$ cat config.mk
export PLATFORM = sky130hd
export DESIGN_NAME = pwm_update_device_flat
export DESIGN_NICKNAME = d
export VERILOG_FILES = /design/src/design/pwm_update_pkg.sv /design/src/design/pwm_update_if.sv /design/src/design/pwm_update_device.sv /design/src/flat_wrapper.sv
export SDC_FILE = /design/constraint.sdc
export NUM_CORES = 1
export LEC_CHECK = 0
export BUFFER_PORTS_ARGS = -buffer_cell sky130_fd_sc_hd__buf_2
export CAP_MARGIN = 20
export CORE_MARGIN = 2
export CORE_UTILIZATION = 50
export DETAILED_ROUTE_END_ITERATION = 12
export PLACE_DENSITY = 0.7
export SYNTH_ARGS = -nofsm -noshare
export SYNTH_HDL_FRONTEND = slang
export SYNTH_SLANG_ARGS = --single-unit
$ cat constraint.sdc
create_clock -name pclk -period 5.9 [get_ports pclk]
set_input_delay 1.18 -clock pclk [delete_from_list [all_inputs] [get_ports pclk]]
set_output_delay 1.18 -clock pclk [all_outputs]
set_load 0.01 [all_outputs]
$ cat src/design/pwm_update_pkg.sv
// Shared constants and types for the PWM update and repetition control block and its controller
// Notes on behaviour
// RULE1 - Compares go active only when repetition expires; the code also transfers them on the FFh resync write and at clock enable start
// RULE2 - Edge mode: transfer once every N cycles
// RULE3 - Center mode: decrement at overflow and underflow
// RULE4 - Repetition counter reloads itself after expiring
// RULE5 - Update flag and interrupt raised with update
// RULE6 - Debug pin mirrors every update event
// RULE7 - Status write FFh clears counter, forces update
// RULE8 - FFh write touches only the update flag
// RULE9 - Resync: preload, write FFh, then write 7Fh
// RULE10 - Never set both ratio flags in switched mode
// RULE11 - Clock enable low holds counter at zero
// RULE12 - Clock enable set starts counter, forces update
// RULE13 - Write compare low then high before enabling
// RULE14 - Stop motor before halt or wait
// RULE15 - Wait mode: keep running, interrupts wake processor
// RULE16 - Halt mode: frozen, no wake from here
// RULE17 - Interrupt needs enable bit and clear global mask
// RULE18 - Requests routed onto three interrupt vectors
// RULE19 - Update flag set once compares transferred
// RULE20 - Update event clears duty overflow extension bits
// RULE21 - Reads return preload values, not active ones
package pwm_update_pkg;
  // Device register addresses on the 8-bit register port
  localparam logic [3:0] ADDR_REPETITION = 4'h0;
  localparam logic [3:0] ADDR_PWM_CONTROL = 4'h1;
  localparam logic [3:0] ADDR_CMP_BASE = 4'h2;
  localparam logic [3:0] ADDR_CMP_LAST = 4'h9;
  localparam logic [3:0] ADDR_IRQ_ENABLE = 4'hA;
  localparam logic [3:0] ADDR_EVENT_STATUS = 4'hB;
  localparam logic [3:0] ADDR_CONTROL_A = 4'hC;
  localparam logic [3:0] ADDR_EXTRA_EVENTS = 4'hD;
  // Field positions
  localparam int CENTER_MODE_BIT = 0;
  localparam int BYTE_MODE_BIT = 1;
  localparam int OVF_U_BIT = 4;
  localparam int CLOCK_ENABLE_BIT = 6;
  localparam int AUTOSWITCH_BIT = 2;
  localparam int UPDATE_FLAG_BIT = 7;
  localparam int RATIO_UP_BIT = 6;
  localparam int RATIO_DOWN_BIT = 5;
  localparam int SPEED_ERROR_BIT = 0;
  localparam int SAMPLING_OUT_BIT = 1;
  localparam int SPEED_ERROR_EN_BIT = 6;
  localparam int SAMPLING_OUT_EN_BIT = 4;
  // Special values and resets
  localparam logic [7:0] RESYNC_VALUE = 8'hFF;
  localparam logic [7:0] REG_RESET = 8'h00;
  localparam logic [11:0] COUNTER_RESET = 12'h000;
  localparam int NUM_COMPARES = 4;
  localparam int NUM_EVENTS = 9;
  // Controller APB map
  localparam logic [7:0] APB_COMMAND = 8'h00;
  localparam logic [7:0] APB_STATUS = 8'h04;
  localparam logic [7:0] APB_CONTROL = 8'h08;
  localparam int CMD_GO_BIT = 31;
  localparam int CMD_WRITE_BIT = 12;
  typedef enum logic [1:0] {HOST_IDLE, HOST_ISSUE, HOST_WAIT, HOST_CAPTURE} host_state_type;
endpackage : pwm_update_pkg

$ cat src/design/pwm_update_if.sv
// Link between the PWM update block and its controlling party
interface pwm_update_if (
  input wire logic pclk,
  input wire logic presetn
);
  logic       reg_sel;      // One-cycle register access strobe
  logic       reg_wr;       // Write when high, read when low
  logic [3:0] reg_addr;
  logic [7:0] reg_wdata;
  logic [7:0] reg_rdata;    // Valid the cycle after a read strobe
  logic [2:0] irq;          // Three interrupt vectors
  logic       wake;         // Wake from wait mode
  logic       update_dbg;   // Mirror of update events
  logic       global_mask;  // Processor global interrupt mask
  logic       wait_mode;
  logic       halt_mode;

  modport device (
    input  pclk, presetn, reg_sel, reg_wr, reg_addr, reg_wdata, global_mask, wait_mode, halt_mode,
    output reg_rdata, irq, wake, update_dbg
  );
  modport host (
    input  pclk, presetn, reg_rdata, irq, wake, update_dbg,
    output reg_sel, reg_wr, reg_addr, reg_wdata, global_mask, wait_mode, halt_mode
  );
endinterface : pwm_update_if

$ cat src/design/pwm_update_device.sv
// PWM counter, repetition down-counter, preload transfer and event flags
//
// Our own choices: the register offsets and register access over APB.
module pwm_update_device (
  // Link
  pwm_update_if.device             link,
  // Clock enable
  input  wire logic                ce,
  // Other event pulses: ratio up, ratio down, speed error, emergency stop,
  // current limit, zero cross, demag end, commutation, sampling out
  input  wire logic [8:0]          event_in,
  // Outputs to the channel manager
  output logic      [11:0]         pwm_counter,
  output logic      [15:0]         carrier_period_compare,
  output logic      [15:0]         phase_u_compare,
  output logic      [15:0]         phase_v_compare,
  output logic      [15:0]         phase_w_compare,
  output logic      [2:0]          duty_overflow_extension,
  output logic                     center_mode,
  output logic                     byte_mode
);
  localparam int NUM_COMPARES_L = pwm_update_pkg::NUM_COMPARES;

  // Preload and control storage
  logic [7:0]  repetition_count_reg;
  logic [7:0]  pwm_control_reg;
  logic [7:0]  cmp_lo_reg [NUM_COMPARES_L];
  logic [7:0]  cmp_hi_reg [NUM_COMPARES_L];
  logic [3:0]  pending_reg;
  logic [7:0]  irq_enable_reg;
  logic [7:0]  motor_event_status_reg;
  logic [7:0]  control_a_reg;
  logic [7:0]  extra_events_reg;
  // Active state
  logic [15:0] act_reg [NUM_COMPARES_L];
  logic [7:0]  rep_act_reg;
  logic [7:0]  rep_cnt_reg;
  logic [11:0] cnt_reg;
  logic        down_reg;
  logic        clk_en_d_reg;
  logic [7:0]  rdata_reg;
  logic [2:0]  irq_reg;
  logic        wake_reg;
  logic        dbg_reg;

  // Compare address decoding
  function automatic logic [1:0] cmp_index(input logic [3:0] a);
    logic [3:0] off;
    off = a - pwm_update_pkg::ADDR_CMP_BASE;
    cmp_index = off[2:1];
  endfunction : cmp_index

  function automatic logic cmp_is_high(input logic [3:0] a);
    logic [3:0] off;
    off = a - pwm_update_pkg::ADDR_CMP_BASE;
    cmp_is_high = off[0];
  endfunction : cmp_is_high

  // Access decoding
  wire       run       = ce & ~link.halt_mode;  // Halt freezes every register [RULE16]
  wire       wr        = link.reg_sel & link.reg_wr;
  wire       rd        = link.reg_sel & ~link.reg_wr;
  wire       wr_cmp    = wr && link.reg_addr >= pwm_update_pkg::ADDR_CMP_BASE
                            && link.reg_addr <= pwm_update_pkg::ADDR_CMP_LAST;
  wire [1:0] wr_idx    = cmp_index(link.reg_addr);
  wire       wr_high   = cmp_is_high(link.reg_addr);
  wire       wr_status = wr && link.reg_addr == pwm_update_pkg::ADDR_EVENT_STATUS;
  wire       resync    = wr_status && link.reg_wdata == pwm_update_pkg::RESYNC_VALUE;  // [RULE7]
  wire       clk_en    = control_a_reg[pwm_update_pkg::CLOCK_ENABLE_BIT];
  wire       autosw    = control_a_reg[pwm_update_pkg::AUTOSWITCH_BIT];
  wire       center    = pwm_control_reg[pwm_update_pkg::CENTER_MODE_BIT];
  wire       start     = clk_en & ~clk_en_d_reg;  // Enabling the clock forces an update [RULE12]

  // Counter turning points
  wire [11:0] top       = act_reg[0][11:0];
  wire        at_top    = clk_en && cnt_reg == top && !(center && down_reg);
  wire        at_bottom = clk_en && center && down_reg && cnt_reg == pwm_update_pkg::COUNTER_RESET;
  wire        turn      = at_top | at_bottom;  // Both edges count in center mode [RULE3]
  wire        expired   = rep_cnt_reg == 8'h00;
  wire        upd       = (turn & expired) | resync | start;  // [RULE1]
  wire [7:0]  rep_new   = start ? repetition_count_reg : rep_act_reg;
  wire [7:0]  rep_load  = (rep_new == 8'h00) ? 8'h00 : rep_new - 8'h01;  // N events per update [RULE2]

  // Event flags: hardware set wins over software clear
  wire [7:0] ev_status = {upd, event_in[0], event_in[1], event_in[4], event_in[3],
                          event_in[5], event_in[6], event_in[7]};
  wire [7:0] ev_extra  = {6'h00, event_in[8], event_in[2]};
  wire [7:0] sw_status = resync ? (motor_event_status_reg | 8'h80)  // Only the update flag moves [RULE8]
                       : !wr_status ? motor_event_status_reg
                       : autosw ? (motor_event_status_reg & link.reg_wdata)
                       : ((motor_event_status_reg & link.reg_wdata & 8'h9F) | (link.reg_wdata & 8'h60));
  wire       wr_extra  = wr && link.reg_addr == pwm_update_pkg::ADDR_EXTRA_EVENTS;
  wire [7:0] sw_extra  = wr_extra ? {link.reg_wdata[7:2],
                                     extra_events_reg[1:0] & link.reg_wdata[1:0]} : extra_events_reg;

  // Interrupt gating per vector
  wire [7:0] st_pend = motor_event_status_reg & irq_enable_reg;
  wire       ratio_en = irq_enable_reg[5];
  wire [1:0] ex_pend = extra_events_reg[1:0] &
                       {extra_events_reg[pwm_update_pkg::SAMPLING_OUT_EN_BIT],
                        irq_enable_reg[pwm_update_pkg::SPEED_ERROR_EN_BIT]};
  wire [2:0] vec_req = {
    st_pend[7] | ex_pend[1],
    ((motor_event_status_reg[6] | motor_event_status_reg[5]) & ratio_en) | ex_pend[0],
    |st_pend[4:0]
  };
  wire [2:0] irq_next = link.global_mask ? 3'h0 : vec_req;  // [RULE17] [RULE18]

  // Read mux returns preload values
  wire [7:0] rd_cmp  = cmp_is_high(link.reg_addr) ? cmp_hi_reg[cmp_index(link.reg_addr)]
                                                  : cmp_lo_reg[cmp_index(link.reg_addr)];
  wire [7:0] rd_next = link.reg_addr == pwm_update_pkg::ADDR_REPETITION   ? repetition_count_reg
                     : link.reg_addr == pwm_update_pkg::ADDR_PWM_CONTROL  ? pwm_control_reg
                     : link.reg_addr <= pwm_update_pkg::ADDR_CMP_LAST     ? rd_cmp  // [RULE21]
                     : link.reg_addr == pwm_update_pkg::ADDR_IRQ_ENABLE   ? irq_enable_reg
                     : link.reg_addr == pwm_update_pkg::ADDR_EVENT_STATUS ? motor_event_status_reg
                     : link.reg_addr == pwm_update_pkg::ADDR_CONTROL_A    ? control_a_reg
                     : link.reg_addr == pwm_update_pkg::ADDR_EXTRA_EVENTS ? extra_events_reg
                     : 8'h00;

  // Control and preload registers
  always_ff @(posedge link.pclk or negedge link.presetn) begin
    if (!link.presetn) begin
      repetition_count_reg   <= pwm_update_pkg::REG_RESET;
      pwm_control_reg        <= pwm_update_pkg::REG_RESET;
      irq_enable_reg         <= pwm_update_pkg::REG_RESET;
      control_a_reg          <= pwm_update_pkg::REG_RESET;
      motor_event_status_reg <= pwm_update_pkg::REG_RESET;
      extra_events_reg       <= pwm_update_pkg::REG_RESET;
      rdata_reg              <= pwm_update_pkg::REG_RESET;
    end else if (run) begin
      if (wr && link.reg_addr == pwm_update_pkg::ADDR_REPETITION) repetition_count_reg <= link.reg_wdata;
      if (wr && link.reg_addr == pwm_update_pkg::ADDR_PWM_CONTROL) pwm_control_reg <= link.reg_wdata;
      else if (upd) pwm_control_reg[pwm_update_pkg::OVF_U_BIT +: 3] <= 3'h0;  // [RULE20]
      if (wr && link.reg_addr == pwm_update_pkg::ADDR_IRQ_ENABLE) irq_enable_reg <= link.reg_wdata;
      if (wr && link.reg_addr == pwm_update_pkg::ADDR_CONTROL_A) control_a_reg <= link.reg_wdata;
      motor_event_status_reg <= sw_status | ev_status;  // Update flag set with transfer [RULE5] [RULE19]
      extra_events_reg       <= sw_extra | ev_extra;
      if (rd) rdata_reg <= rd_next;
    end
  end

  // Compare preload bytes; a high-byte write completes a 16-bit value
  always_ff @(posedge link.pclk or negedge link.presetn) begin
    if (!link.presetn) begin
      pending_reg <= 4'h0;
      for (int i = 0; i < NUM_COMPARES_L; i++) begin
        cmp_lo_reg[i] <= pwm_update_pkg::REG_RESET;
        cmp_hi_reg[i] <= pwm_update_pkg::REG_RESET;
      end
    end else if (run && wr_cmp) begin
      if (wr_high) cmp_hi_reg[wr_idx] <= link.reg_wdata;
      else cmp_lo_reg[wr_idx] <= link.reg_wdata;
      pending_reg[wr_idx] <= ~wr_high & ~pwm_control_reg[pwm_update_pkg::BYTE_MODE_BIT];  // [RULE13]
    end
  end

  // Preload to active transfer on update events
  always_ff @(posedge link.pclk or negedge link.presetn) begin
    if (!link.presetn) begin
      rep_act_reg <= pwm_update_pkg::REG_RESET;
      for (int i = 0; i < NUM_COMPARES_L; i++) act_reg[i] <= 16'h0000;
    end else if (run && upd) begin
      rep_act_reg <= repetition_count_reg;
      for (int i = 0; i < NUM_COMPARES_L; i++) begin
        if (!pending_reg[i]) act_reg[i] <= {cmp_hi_reg[i], cmp_lo_reg[i]};  // [RULE1]
      end
    end
  end

  // PWM counter and repetition down-counter
  always_ff @(posedge link.pclk or negedge link.presetn) begin
    if (!link.presetn) begin
      cnt_reg      <= pwm_update_pkg::COUNTER_RESET;
      down_reg     <= 1'b0;
      rep_cnt_reg  <= pwm_update_pkg::REG_RESET;
      clk_en_d_reg <= 1'b0;
    end else if (run) begin
      clk_en_d_reg <= clk_en;
      if (!clk_en || resync) begin
        cnt_reg  <= pwm_update_pkg::COUNTER_RESET;  // [RULE11] [RULE7]
        down_reg <= 1'b0;
      end else if (at_top && !center) cnt_reg <= pwm_update_pkg::COUNTER_RESET;
      else if (at_top) begin
        down_reg <= 1'b1;
        cnt_reg  <= (top == 12'h000) ? 12'h000 : cnt_reg - 12'h001;
      end else if (at_bottom) begin
        down_reg <= 1'b0;
        cnt_reg  <= cnt_reg + 12'h001;
      end else if (down_reg) cnt_reg <= cnt_reg - 12'h001;
      else cnt_reg <= cnt_reg + 12'h001;
      if (upd) rep_cnt_reg <= rep_load;  // Auto-reload [RULE4]
      else if (turn) rep_cnt_reg <= rep_cnt_reg - 8'h01;  // [RULE2] [RULE3]
    end
  end

  // Interrupt vectors, wake and debug mirror
  always_ff @(posedge link.pclk or negedge link.presetn) begin
    if (!link.presetn) begin
      irq_reg  <= 3'h0;
      wake_reg <= 1'b0;
      dbg_reg  <= 1'b0;
    end else if (run) begin
      irq_reg  <= irq_next;
      wake_reg <= link.wait_mode & |vec_req;  // Wait mode keeps running [RULE15]
      dbg_reg  <= upd;  // [RULE6]
    end
  end

  // Output drive
  assign link.reg_rdata          = rdata_reg;
  assign link.irq                = irq_reg;
  assign link.wake               = wake_reg;
  assign link.update_dbg         = dbg_reg;
  assign pwm_counter             = cnt_reg;
  assign carrier_period_compare  = act_reg[0];
  assign phase_u_compare         = act_reg[1];
  assign phase_v_compare         = act_reg[2];
  assign phase_w_compare         = act_reg[3];
  assign duty_overflow_extension = pwm_control_reg[pwm_update_pkg::OVF_U_BIT +: 3];
  assign center_mode             = center;
  assign byte_mode               = pwm_control_reg[pwm_update_pkg::BYTE_MODE_BIT];
endmodule : pwm_update_device

$ cat src/flat_wrapper.sv
// flat-port wrapper written by rule: the top's interface ports become plain ports
module pwm_update_device_flat 
  (ce, event_in, pwm_counter, carrier_period_compare, phase_u_compare, phase_v_compare, phase_w_compare, duty_overflow_extension, center_mode, byte_mode, pclk, presetn, link_reg_sel, link_reg_wr, link_reg_addr, link_reg_wdata, link_global_mask, link_wait_mode, link_halt_mode, link_reg_rdata, link_irq, link_wake, link_update_dbg);
  pwm_update_if link_i (.pclk(pclk), .presetn(presetn));
  input  wire logic ce;
  input  wire logic [8:0] event_in;
  output logic      [11:0] pwm_counter;
  output logic      [15:0] carrier_period_compare;
  output logic      [15:0] phase_u_compare;
  output logic      [15:0] phase_v_compare;
  output logic      [15:0] phase_w_compare;
  output logic      [2:0] duty_overflow_extension;
  output logic center_mode;
  output logic byte_mode;
  input wire logic pclk;
  input wire logic presetn;
  input wire logic [$bits(link_i.reg_sel)-1:0] link_reg_sel;
  input wire logic [$bits(link_i.reg_wr)-1:0] link_reg_wr;
  input wire logic [$bits(link_i.reg_addr)-1:0] link_reg_addr;
  input wire logic [$bits(link_i.reg_wdata)-1:0] link_reg_wdata;
  input wire logic [$bits(link_i.global_mask)-1:0] link_global_mask;
  input wire logic [$bits(link_i.wait_mode)-1:0] link_wait_mode;
  input wire logic [$bits(link_i.halt_mode)-1:0] link_halt_mode;
  output wire logic [$bits(link_i.reg_rdata)-1:0] link_reg_rdata;
  output wire logic [$bits(link_i.irq)-1:0] link_irq;
  output wire logic [$bits(link_i.wake)-1:0] link_wake;
  output wire logic [$bits(link_i.update_dbg)-1:0] link_update_dbg;
  assign link_i.reg_sel = link_reg_sel;
  assign link_i.reg_wr = link_reg_wr;
  assign link_i.reg_addr = link_reg_addr;
  assign link_i.reg_wdata = link_reg_wdata;
  assign link_i.global_mask = link_global_mask;
  assign link_i.wait_mode = link_wait_mode;
  assign link_i.halt_mode = link_halt_mode;
  assign link_reg_rdata = link_i.reg_rdata;
  assign link_irq = link_i.irq;
  assign link_wake = link_i.wake;
  assign link_update_dbg = link_i.update_dbg;
  pwm_update_device u_core (.link(link_i), .ce(ce), .event_in(event_in), .pwm_counter(pwm_counter), .carrier_period_compare(carrier_period_compare), .phase_u_compare(phase_u_compare), .phase_v_compare(phase_v_compare), .phase_w_compare(phase_w_compare), .duty_overflow_extension(duty_overflow_extension), .center_mode(center_mode), .byte_mode(byte_mode));
endmodule
==> impl_metrics.py, run 1 <==
metrics = {
    "outcome": {
        "outcome": "complete, no violations",
    },
    "clock_network": {
        "numCtsBuffers": 24,
        "path_clk_slew_ns": 0.06,
        "cts_root_buffer": "clkbuf_16",
        "cts_sinks": 223,
        "h-tree-depth": 1,
        "clk_latency_ns": 0.52,
        "cts_tree": "yes",
        "hold_buffers": 0,
        "cts_setup_buffers": 0,
        "cts_resized": 0,
        "clk_path_buf_depth": 3,
    },
    "hold_path": {
        "min_from": "u_core.link.wake$_DFFE_PN0P_",
        "min_path_cells": 2,
        "hold_class": "register to register",
    },
    "sta": {
        "finalSetupViolations": 0,
        "final.period_utilization_pct": 68.6,
        "fin_crit_ns": 4.05,
        "hold_viol": 0,
        "clock.fmax_mhz": 247,
        "whs_ns": 0.465,
        "tightest_slew_ns": 1.11,
        "totalNegativeSetupSlack_ns": 0,
        "final_max_slew_viol_count": 0,
        "finalClockSkew_ns": 0.0102,
        "rsz0062_at_grt": "false",
        "max_slew_margin_pct": 25.9,
    },
    "logic_synthesis": {
        "ys_warn_count": 0,
        "synth_edf_count": 0,
        "synth_seq_area_share_pct": 51.3,
        "async_flop_share_pct": 100,
        "synth_seq_cells": 223,
        "synth_cell_types": 64,
        "syn-num-nets": 902,
        "ys.flop_type": "dfrtp_1",
        "syn_area_mm2": 0.0109,
        "syn_inst": 863,
        "synth.avg_cell_area_um2": 12.6,
    },
    "routing": {
        "vias": 7516,
        "drc": 0,
        "firstDrtPassIters": 6,
        "viasPerCell": 5.92,
        "ant_nets": 0,
        "dr.first_iter.drc_count": 642,
        "wl_um": 27600,
        "post_drt_wl_per_cell_um": 21.7,
    },
    "critical_path": {
        "cp-end-kind": "register",
        "path_delay_family": "simple AND/OR/NAND/NOR gates",
        "slowest_stage": "buf_2",
        "crit_path_start": "link_reg_addr[0]",
        "slowest_delay_ns": 0.73,
        "crit_buf_inv": 2,
        "path_cells": "buf_2 > nand4_1 > nor4_2 > buf_4 > nor2_1 > o31ai_1 > o211ai_4 > nor2_8 > mux2_2",
        "cp.arrival_ns": 4.45,
        "crit_required_ns": 6.30,
        "r2r_cells": 8,
        "worst-setup-path-type": "input port to register",
        "crit_cells": 9,
        "crit_path_start_kind": "input port",
        "worstPathMaxFanout": 40,
        "r2r-start": "u_core.rep_cnt_reg[0]$_DFFE_PN0P_",
    },
    "global_route": {
        "grt_usage_pct": 24.5,
        "grt_max_degree": 116,
        "antenna_found_initial": 2,
        "grt_pass1_wl_um": 43200,
        "grt_pass1_vias": 7596,
        "overflow": 0,
    },
    "finish": {
        "final_area_mm2": 0.0125,
        "final_core_util_pct": 59.0,
        "fillerInstances": 1733,
        "finalNetCount": 1014,
        "layout-drive-gt1-share_pct": 35.5,
        "synthToLayoutAreaGrowth_pct": 14.9,
    },
    "placement": {
        "detailedPlacementHpwl_um": 19200,
        "io_buffers": 122,
        "dpl_cell_area_mm2": 0.0117,
        "routabilityCongestion": 0.898,
    },
    "die": {
        "rows": 53,
        "ios": 123,
        "die-area_mm2": 0.0229,
        "die_x_um": 151,
        "initial_core_util_pct": 51.4,
        "core-area_mm2": 0.0212,
        "die_height_um": 151,
    },
    "pwr": {
        "power_mw": 3.75,
        "p_leak_nw": 6.35,
        "p_per_area_mw_per_mm2": 300,
        "irDropWorstVdd_v": 0.000252,
    },
    "run": {
        "max_cap_viol_count": 0,
    },
}
cell usage in the layout, fill, tap and decap left out, drive strengths merged, types with 5 or more instances in the layout:
| cell type | Yosys | final |
|---|---|---|
| o21ai | 21 | 21 |
| o22ai | 9 | 9 |
| buf | 17 | 130 |
| nor4 | 9 | 9 |
| xnor2 | 13 | 13 |
| mux2 | 185 | 185 |
| a22oi | 5 | 5 |
| nand4 | 7 | 7 |
| dfrtp | 223 | 223 |
| ha | 10 | 10 |
| a21oi | 9 | 9 |
| clkbuf | 27 | 29 |
| nor3 | 13 | 13 |
| inv | 15 | 15 |
| clkinv | 0 | 10 |
| mux2i | 44 | 44 |
| nor2 | 40 | 40 |
| or3 | 7 | 7 |
| nand2 | 72 | 72 |
| mux4 | 16 | 16 |
| nand2b | 10 | 10 |
| nand3 | 16 | 16 |
| a21o | 9 | 9 |
| a31oi | 5 | 5 |
| a211oi | 16 | 16 |
| o21bai | 5 | 5 |
cell usage after synthesis (3+ instances only):
master / count / area share, %
nand4_1: 7 / 0.40
a21o_1: 9 / 0.62
nor2_1: 36 / 1.2
nor4_1: 7 / 0.40
a21oi_1: 9 / 0.41
nand3b_1: 3 / 0.21
a31oi_1: 5 / 0.29
xor2_1: 4 / 0.32
buf_2: 4 / 0.18
a22oi_1: 5 / 0.35
mux2_2: 145 / 15
nand2b_1: 10 / 0.58
a211oi_1: 16 / 1.1
nand2_1: 72 / 2.5
clkbuf_1: 27 / 0.93
mux2_1: 40 / 4.1
buf_1: 5 / 0.17
o211ai_1: 3 / 0.21
o21bai_1: 5 / 0.35
inv_1: 15 / 0.52
and3_1: 4 / 0.23
buf_4: 3 / 0.21
a31o_2: 3 / 0.24
mux2i_1: 44 / 4.1
or3_1: 6 / 0.35
dfrtp_1: 223 / 51
a22o_1: 4 / 0.32
or4b_2: 3 / 0.28
buf_8: 4 / 0.55
nor2_8: 4 / 0.74
o2bb2ai_1: 3 / 0.24
nor3b_1: 3 / 0.21
nand3_1: 16 / 0.74
mux4_2: 16 / 3.3
ha_1: 10 / 1.2
o21ai_0: 20 / 0.92
o22ai_1: 9 / 0.52
nor2b_1: 4 / 0.23
nor3_1: 13 / 0.60
xnor2_1: 13 / 1.0
routing by layer:
layer	wire length, µm	vias up	track usage (%)
li1	-	3399	-
met1	12200	3792	35.2
met2	12900	273	38.7
met3	1950	52	4.67
met4	535	0	6.03
met5	0	-	0
final timing paths:
| check | to | slack [ns] |
|---|---|---|
| max in group asynchronous | u_core.irq_enable_reg[4]$_DFFE_PN0P_ | 4.09 |
| setup / recovery | u_core.phase_v_compare[3]$_DFFE_PN0P_ | 1.85 |
| hold reg to reg | u_core.link.wake$_DFFE_PN0P_ | 0.46 |
| min in group asynchronous | u_core.pwm_counter[10]$_DFFE_PN0P_ | 0.71 |
| setup reg to reg | u_core.phase_v_compare[3]$_DFFE_PN0P_ | 2.50 |
| hold / removal | u_core.link.wake$_DFFE_PN0P_ | 0.46 |
worst reg2reg max path, delay by kind of cell (launching register included):
| kind | cells | cell delay (ns) |
|---|---|---|
| buffers and inverters | 1 | 0.08 |
| flip-flops | 1 | 0.42 |
| multiplexers | 1 | 0.39 |
| adder cells (fa/ha/maj) | 1 | 0.17 |
| AO/OA/AOI/OAI | 2 | 1.28 |
| AND/OR/NAND/NOR | 3 | 0.95 |
report_power, final:
group | switching, mW | internal (mW) | leakage (nW)
clock | 0.623 | 0.889 | 0.397
sequential | 0.123 | 1.64 | 3.00
combinational | 0.251 | 0.225 | 2.95
total | 0.998 | 2.75 | 6.35
metrics by stage:
step           setup WS (ns)  std cells
2_1_floorplan           1.91        863
3_3_place_gp            1.46       1224
3_5_place_dp            1.38       1224
4_1_cts                 1.91       1268
5_1_grt                 1.72       1269
6_report                1.85       1270
cell type report:
type / count / area (µm²) / share of cell area, %
Clock buffer: 29 / 659 / 5.28
Clock inverter: 15 / 148 / 1.18
Inverter: 15 / 56.3 / 0.451
Multi-Input combinational cell: 581 / 5000 / 40.1
Timing Repair Buffer: 130 / 693 / 5.55
Tap cell: 275 / 344 / 2.75
Sequential cell: 223 / 5580 / 44.7
Antenna cell: 2 / 5.00 / 0.0401
kinds of logic (layout without fill, tap and decap cells):
kind of cell / after synthesis / after routing / share of synthesized area, %
muxes: 245 / 245 / 26.5
DFF: 223 / 223 / 51.3
and+or+nand+nor: 199 / 199 / 9.69
AOI/OAI and AO/OA: 110 / 110 / 7.23
buffers and inverters: 59 / 189 / 2.67
xor gates and xnor gates: 17 / 17 / 1.37
adders and majority gates: 10 / 10 / 1.15
other: 0 / 2 / 0
No activity file was read; power rests on OpenSTA's default activity.
==> run 2: changes to the inputs <==
--- a/config.mk
+++ b/config.mk
@@ -5,6 +5,7 @@
 export SDC_FILE = /design/constraint.sdc
 export NUM_CORES = 1
 export LEC_CHECK = 0
+export ABC_AREA = 1
 export BUFFER_PORTS_ARGS = -buffer_cell sky130_fd_sc_hd__buf_2
 export CAP_MARGIN = 20
 export CORE_MARGIN = 2
==> constraint.sdc (replaced) <==
create_clock -name pclk -period 3.9 [get_ports pclk]
set_input_delay 0.78 -clock pclk [delete_from_list [all_inputs] [get_ports pclk]]
set_output_delay 0.78 -clock pclk [all_outputs]
set_load 0.01 [all_outputs]
==> run 2 against run 1 <==
Via count is 36% higher. Cell area is 3.6% higher. Non-clock buffer count is 5 higher. Combinational power rose by 92%. Clock-buffer cell count increased by 4. Worst hold slack worse by 0.20 ns. Clock skew increased by 0.0054 ns. Global-route usage is 3.5 points higher. Clock power is 75% higher. Die area up 3.2%. Largest cell class unchanged.
==> impl_metrics.py, run 2 <==
metrics = {
    "finish": {
        "layout_common_cells": "nand2_1 (551), dfrtp_1 (223), o21ai_0 (197), nor2_1 (131), inv_1 (122)",
        "final_common_cell": "nand2_1",
        "finalNetCount": 1620,
        "fin_cells": 1879,
        "final_area_mm2": 0.0129,
        "fillerInstances": 2036,
        "final_core_util_pct": 58.9,
        "synthToLayoutAreaGrowth_pct": 15.2,
        "layout-drive-gt1-share_pct": 12.7,
        "n_antenna_cell": 0,
    },
    "logic_synthesis": {
        "netlist.area_leader.share_pct": 49.7,
        "ys.flop_type": "dfrtp_1",
        "synth.most_common_cell": "nand2_1",
        "synth_cell_types": 34,
        "yosys.area.top_type": "dfrtp_1",
        "synth_seq_cells": 223,
        "synth_top_cells_by_count": "nand2_1 (551), dfrtp_1 (223), o21ai_0 (197), nor2_1 (131), inv_1 (122)",
        "ys_warn_count": 0,
        "synth_edf_count": 0,
        "synth.avg_cell_area_um2": 7.58,
        "syn-num-nets": 1521,
        "syn_area_mm2": 0.0112,
        "async_flop_share_pct": 100,
        "syn_inst": 1482,
        "synth.area.top_cells": "dfrtp_1 (50%), nand2_1 (18%), o21ai_0 (8.8%)",
        "synth_seq_area_share_pct": 49.7,
    },
    "sta": {
        "max_slew_margin_pct": 47.0,
        "finalSetupViolations": 0,
        "final.period_utilization_pct": 72.7,
        "final_max_slew_viol_count": 0,
        "finalClockSkew_ns": 0.0156,
        "fin_ws_ns": 1.06,
        "whs_ns": 0.263,
        "hold_viol": 0,
        "rsz0062_at_grt": "false",
        "tightest_slew_ns": 0.795,
        "fin_crit_ns": 2.84,
        "clock.fmax_mhz": 353,
        "totalNegativeSetupSlack_ns": 0,
    },
    "pwr": {
        "power_mw": 6.26,
        "p_per_area_mw_per_mm2": 484,
        "p_leak_nw": 6.89,
        "irDropWorstVdd_v": 0.000411,
    },
    "clock_network": {
        "path_clk_slew_ns": 0.06,
        "h-tree-depth": 1,
        "clk_latency_ns": 0.53,
        "hold_buffers": 0,
        "cts_root_buffer": "clkbuf_16",
        "cts_setup_buffers": 0,
        "cts_sinks": 223,
        "numCtsBuffers": 25,
        "clk_path_buf_depth": 3,
        "cts_resized": 0,
        "cts_tree": "yes",
    },
    "die": {
        "die_height_um": 154,
        "die-area_mm2": 0.0237,
        "core-area_mm2": 0.0220,
        "initial_core_util_pct": 51.1,
        "die_x_um": 154,
        "ios": 123,
        "rows": 54,
    },
    "critical_path": {
        "worstPathMaxFanout": 26,
        "worst-setup-path-type": "register to register",
        "cp.arrival_ns": 3.30,
        "r2r-start": "u_core.pwm_counter[7]$_DFFE_PN0P_",
        "crit_path_start_kind": "register",
        "crit_required_ns": 4.36,
        "r2r_cells": 12,
        "worstReg2RegEnd": "u_core.phase_v_compare[0]$_DFFE_PN0P_",
        "cp-end-kind": "register",
        "reg2reg_slack_ns": 1.06,
    },
    "placement": {
        "detailedPlacementHpwl_um": 23100,
        "dp.cells": 1834,
        "io_buffers": 122,
        "post-place-ws_ns": 0.704,
        "routabilityCongestion": 0.958,
        "dpl_cell_area_mm2": 0.0120,
    },
    "routing": {
        "post_drt_wl_per_cell_um": 17.4,
        "vias": 10200,
        "drc": 0,
        "viasPerCell": 5.44,
        "dr.first_iter.drc_count": 980,
        "wl_um": 32700,
        "firstDrtPassIters": 5,
        "ant_nets": 0,
    },
    "global_route": {
        "grt_pass1_vias": 9902,
        "grt_max_degree": 91,
        "grt_usage_pct": 28.1,
        "antenna_found_initial": 0,
        "grt_pass1_wl_um": 53100,
        "overflow": 0,
    },
    "outcome": {
        "outcome": "complete, no violations",
    },
    "run": {
        "max_cap_viol_count": 0,
    },
    "hold_path": {
        "hold_class": "input port to asynchronous set/reset pin",
    },
}
-- run 2: cell count changes after synthesis, moves of 16 or more --
| cell | before | now |
|---|---|---|
| o21ai_0 | 20 | 197 |
| mux4_2 | 16 | 0 |
| nand2_1 | 72 | 551 |
| inv_1 | 15 | 122 |
| mux2_1 | 40 | 0 |
| nor2_1 | 36 | 131 |
| mux2_2 | 145 | 0 |
| mux2i_1 | 44 | 0 |
| nand3_1 | 16 | 68 |
-- run 2: cell families after synthesis --
| group | count (synthesis) | share of synthesized area (%) |
|---|---|---|
| simple gates | 796 | 29.0 |
| compound gates | 245 | 11.6 |
| flops | 223 | 49.7 |
| buf+inv | 188 | 7.05 |
| xor+xnor | 20 | 1.56 |
| fa+ha+maj | 10 | 1.11 |
-- run 2: how the worst max path moves through the flow --
stage	depth (start not counted)	startpoint	slack, ns	to
finish	12	u_core.pwm_counter[7]$_DFFE_PN0P_	1.06	u_core.phase_v_compare[0]$_DFFE_PN0P_
global route	12	u_core.pwm_counter[7]$_DFFE_PN0P_	0.82	u_core.phase_v_compare[9]$_DFFE_PN0P_
CTS	12	u_core.pwm_counter[7]$_DFFE_PN0P_	1.10	u_core.phase_v_compare[7]$_DFFE_PN0P_
detailed placement	10	link_reg_addr[0]	0.70	u_core.phase_w_compare[1]$_DFFE_PN0P_
global placement	10	link_reg_addr[0]	0.76	u_core.phase_v_compare[10]$_DFFE_PN0P_
floorplan	11	link_reg_addr[1]	1.34	u_core.link.reg_rdata[3]$_DFFE_PN0P_
-- run 2: power breakdown --
group | switching [mW] | internal (mW)
Combinational | 0.591 | 0.323
Sequential | 0.191 | 2.50
Clock | 0.972 | 1.68
-- run 2: area by class of cell --
class	instances	area [µm²]	share of cell area (%)
Inverter	125	469	3.63
Tap cell	280	350	2.71
Clock buffer	33	716	5.53
Clock inverter	12	219	1.69
Multi-Input combinational cell	1071	4860	37.6
Timing Repair Buffer	135	743	5.75
Sequential cell	223	5580	43.1
-- run 2: layer usage --
layer	share of wire (%)	GRT usage, %	vias up
met2	46	44.9	420
met3	7.0	4.09	89
met5	0	0	-
met4	3.6	9.97	0
li1	-	-	4930
met1	43	39.4	4780
-- run 2: worst max-delay path, stage by stage (launching register included) --
cell and delay, ns:
dfrtp_1 0.60, inv_1 0.18, nand2_1 0.09, nand2_1 0.05
nor2_1 0.08, nand2_1 0.06, nor2_1 0.12, nand2_1 0.15
nand3_2 0.32, nand3_4 0.43, nor2_4 0.48, nand2_1 0.13
nand2_1 0.08
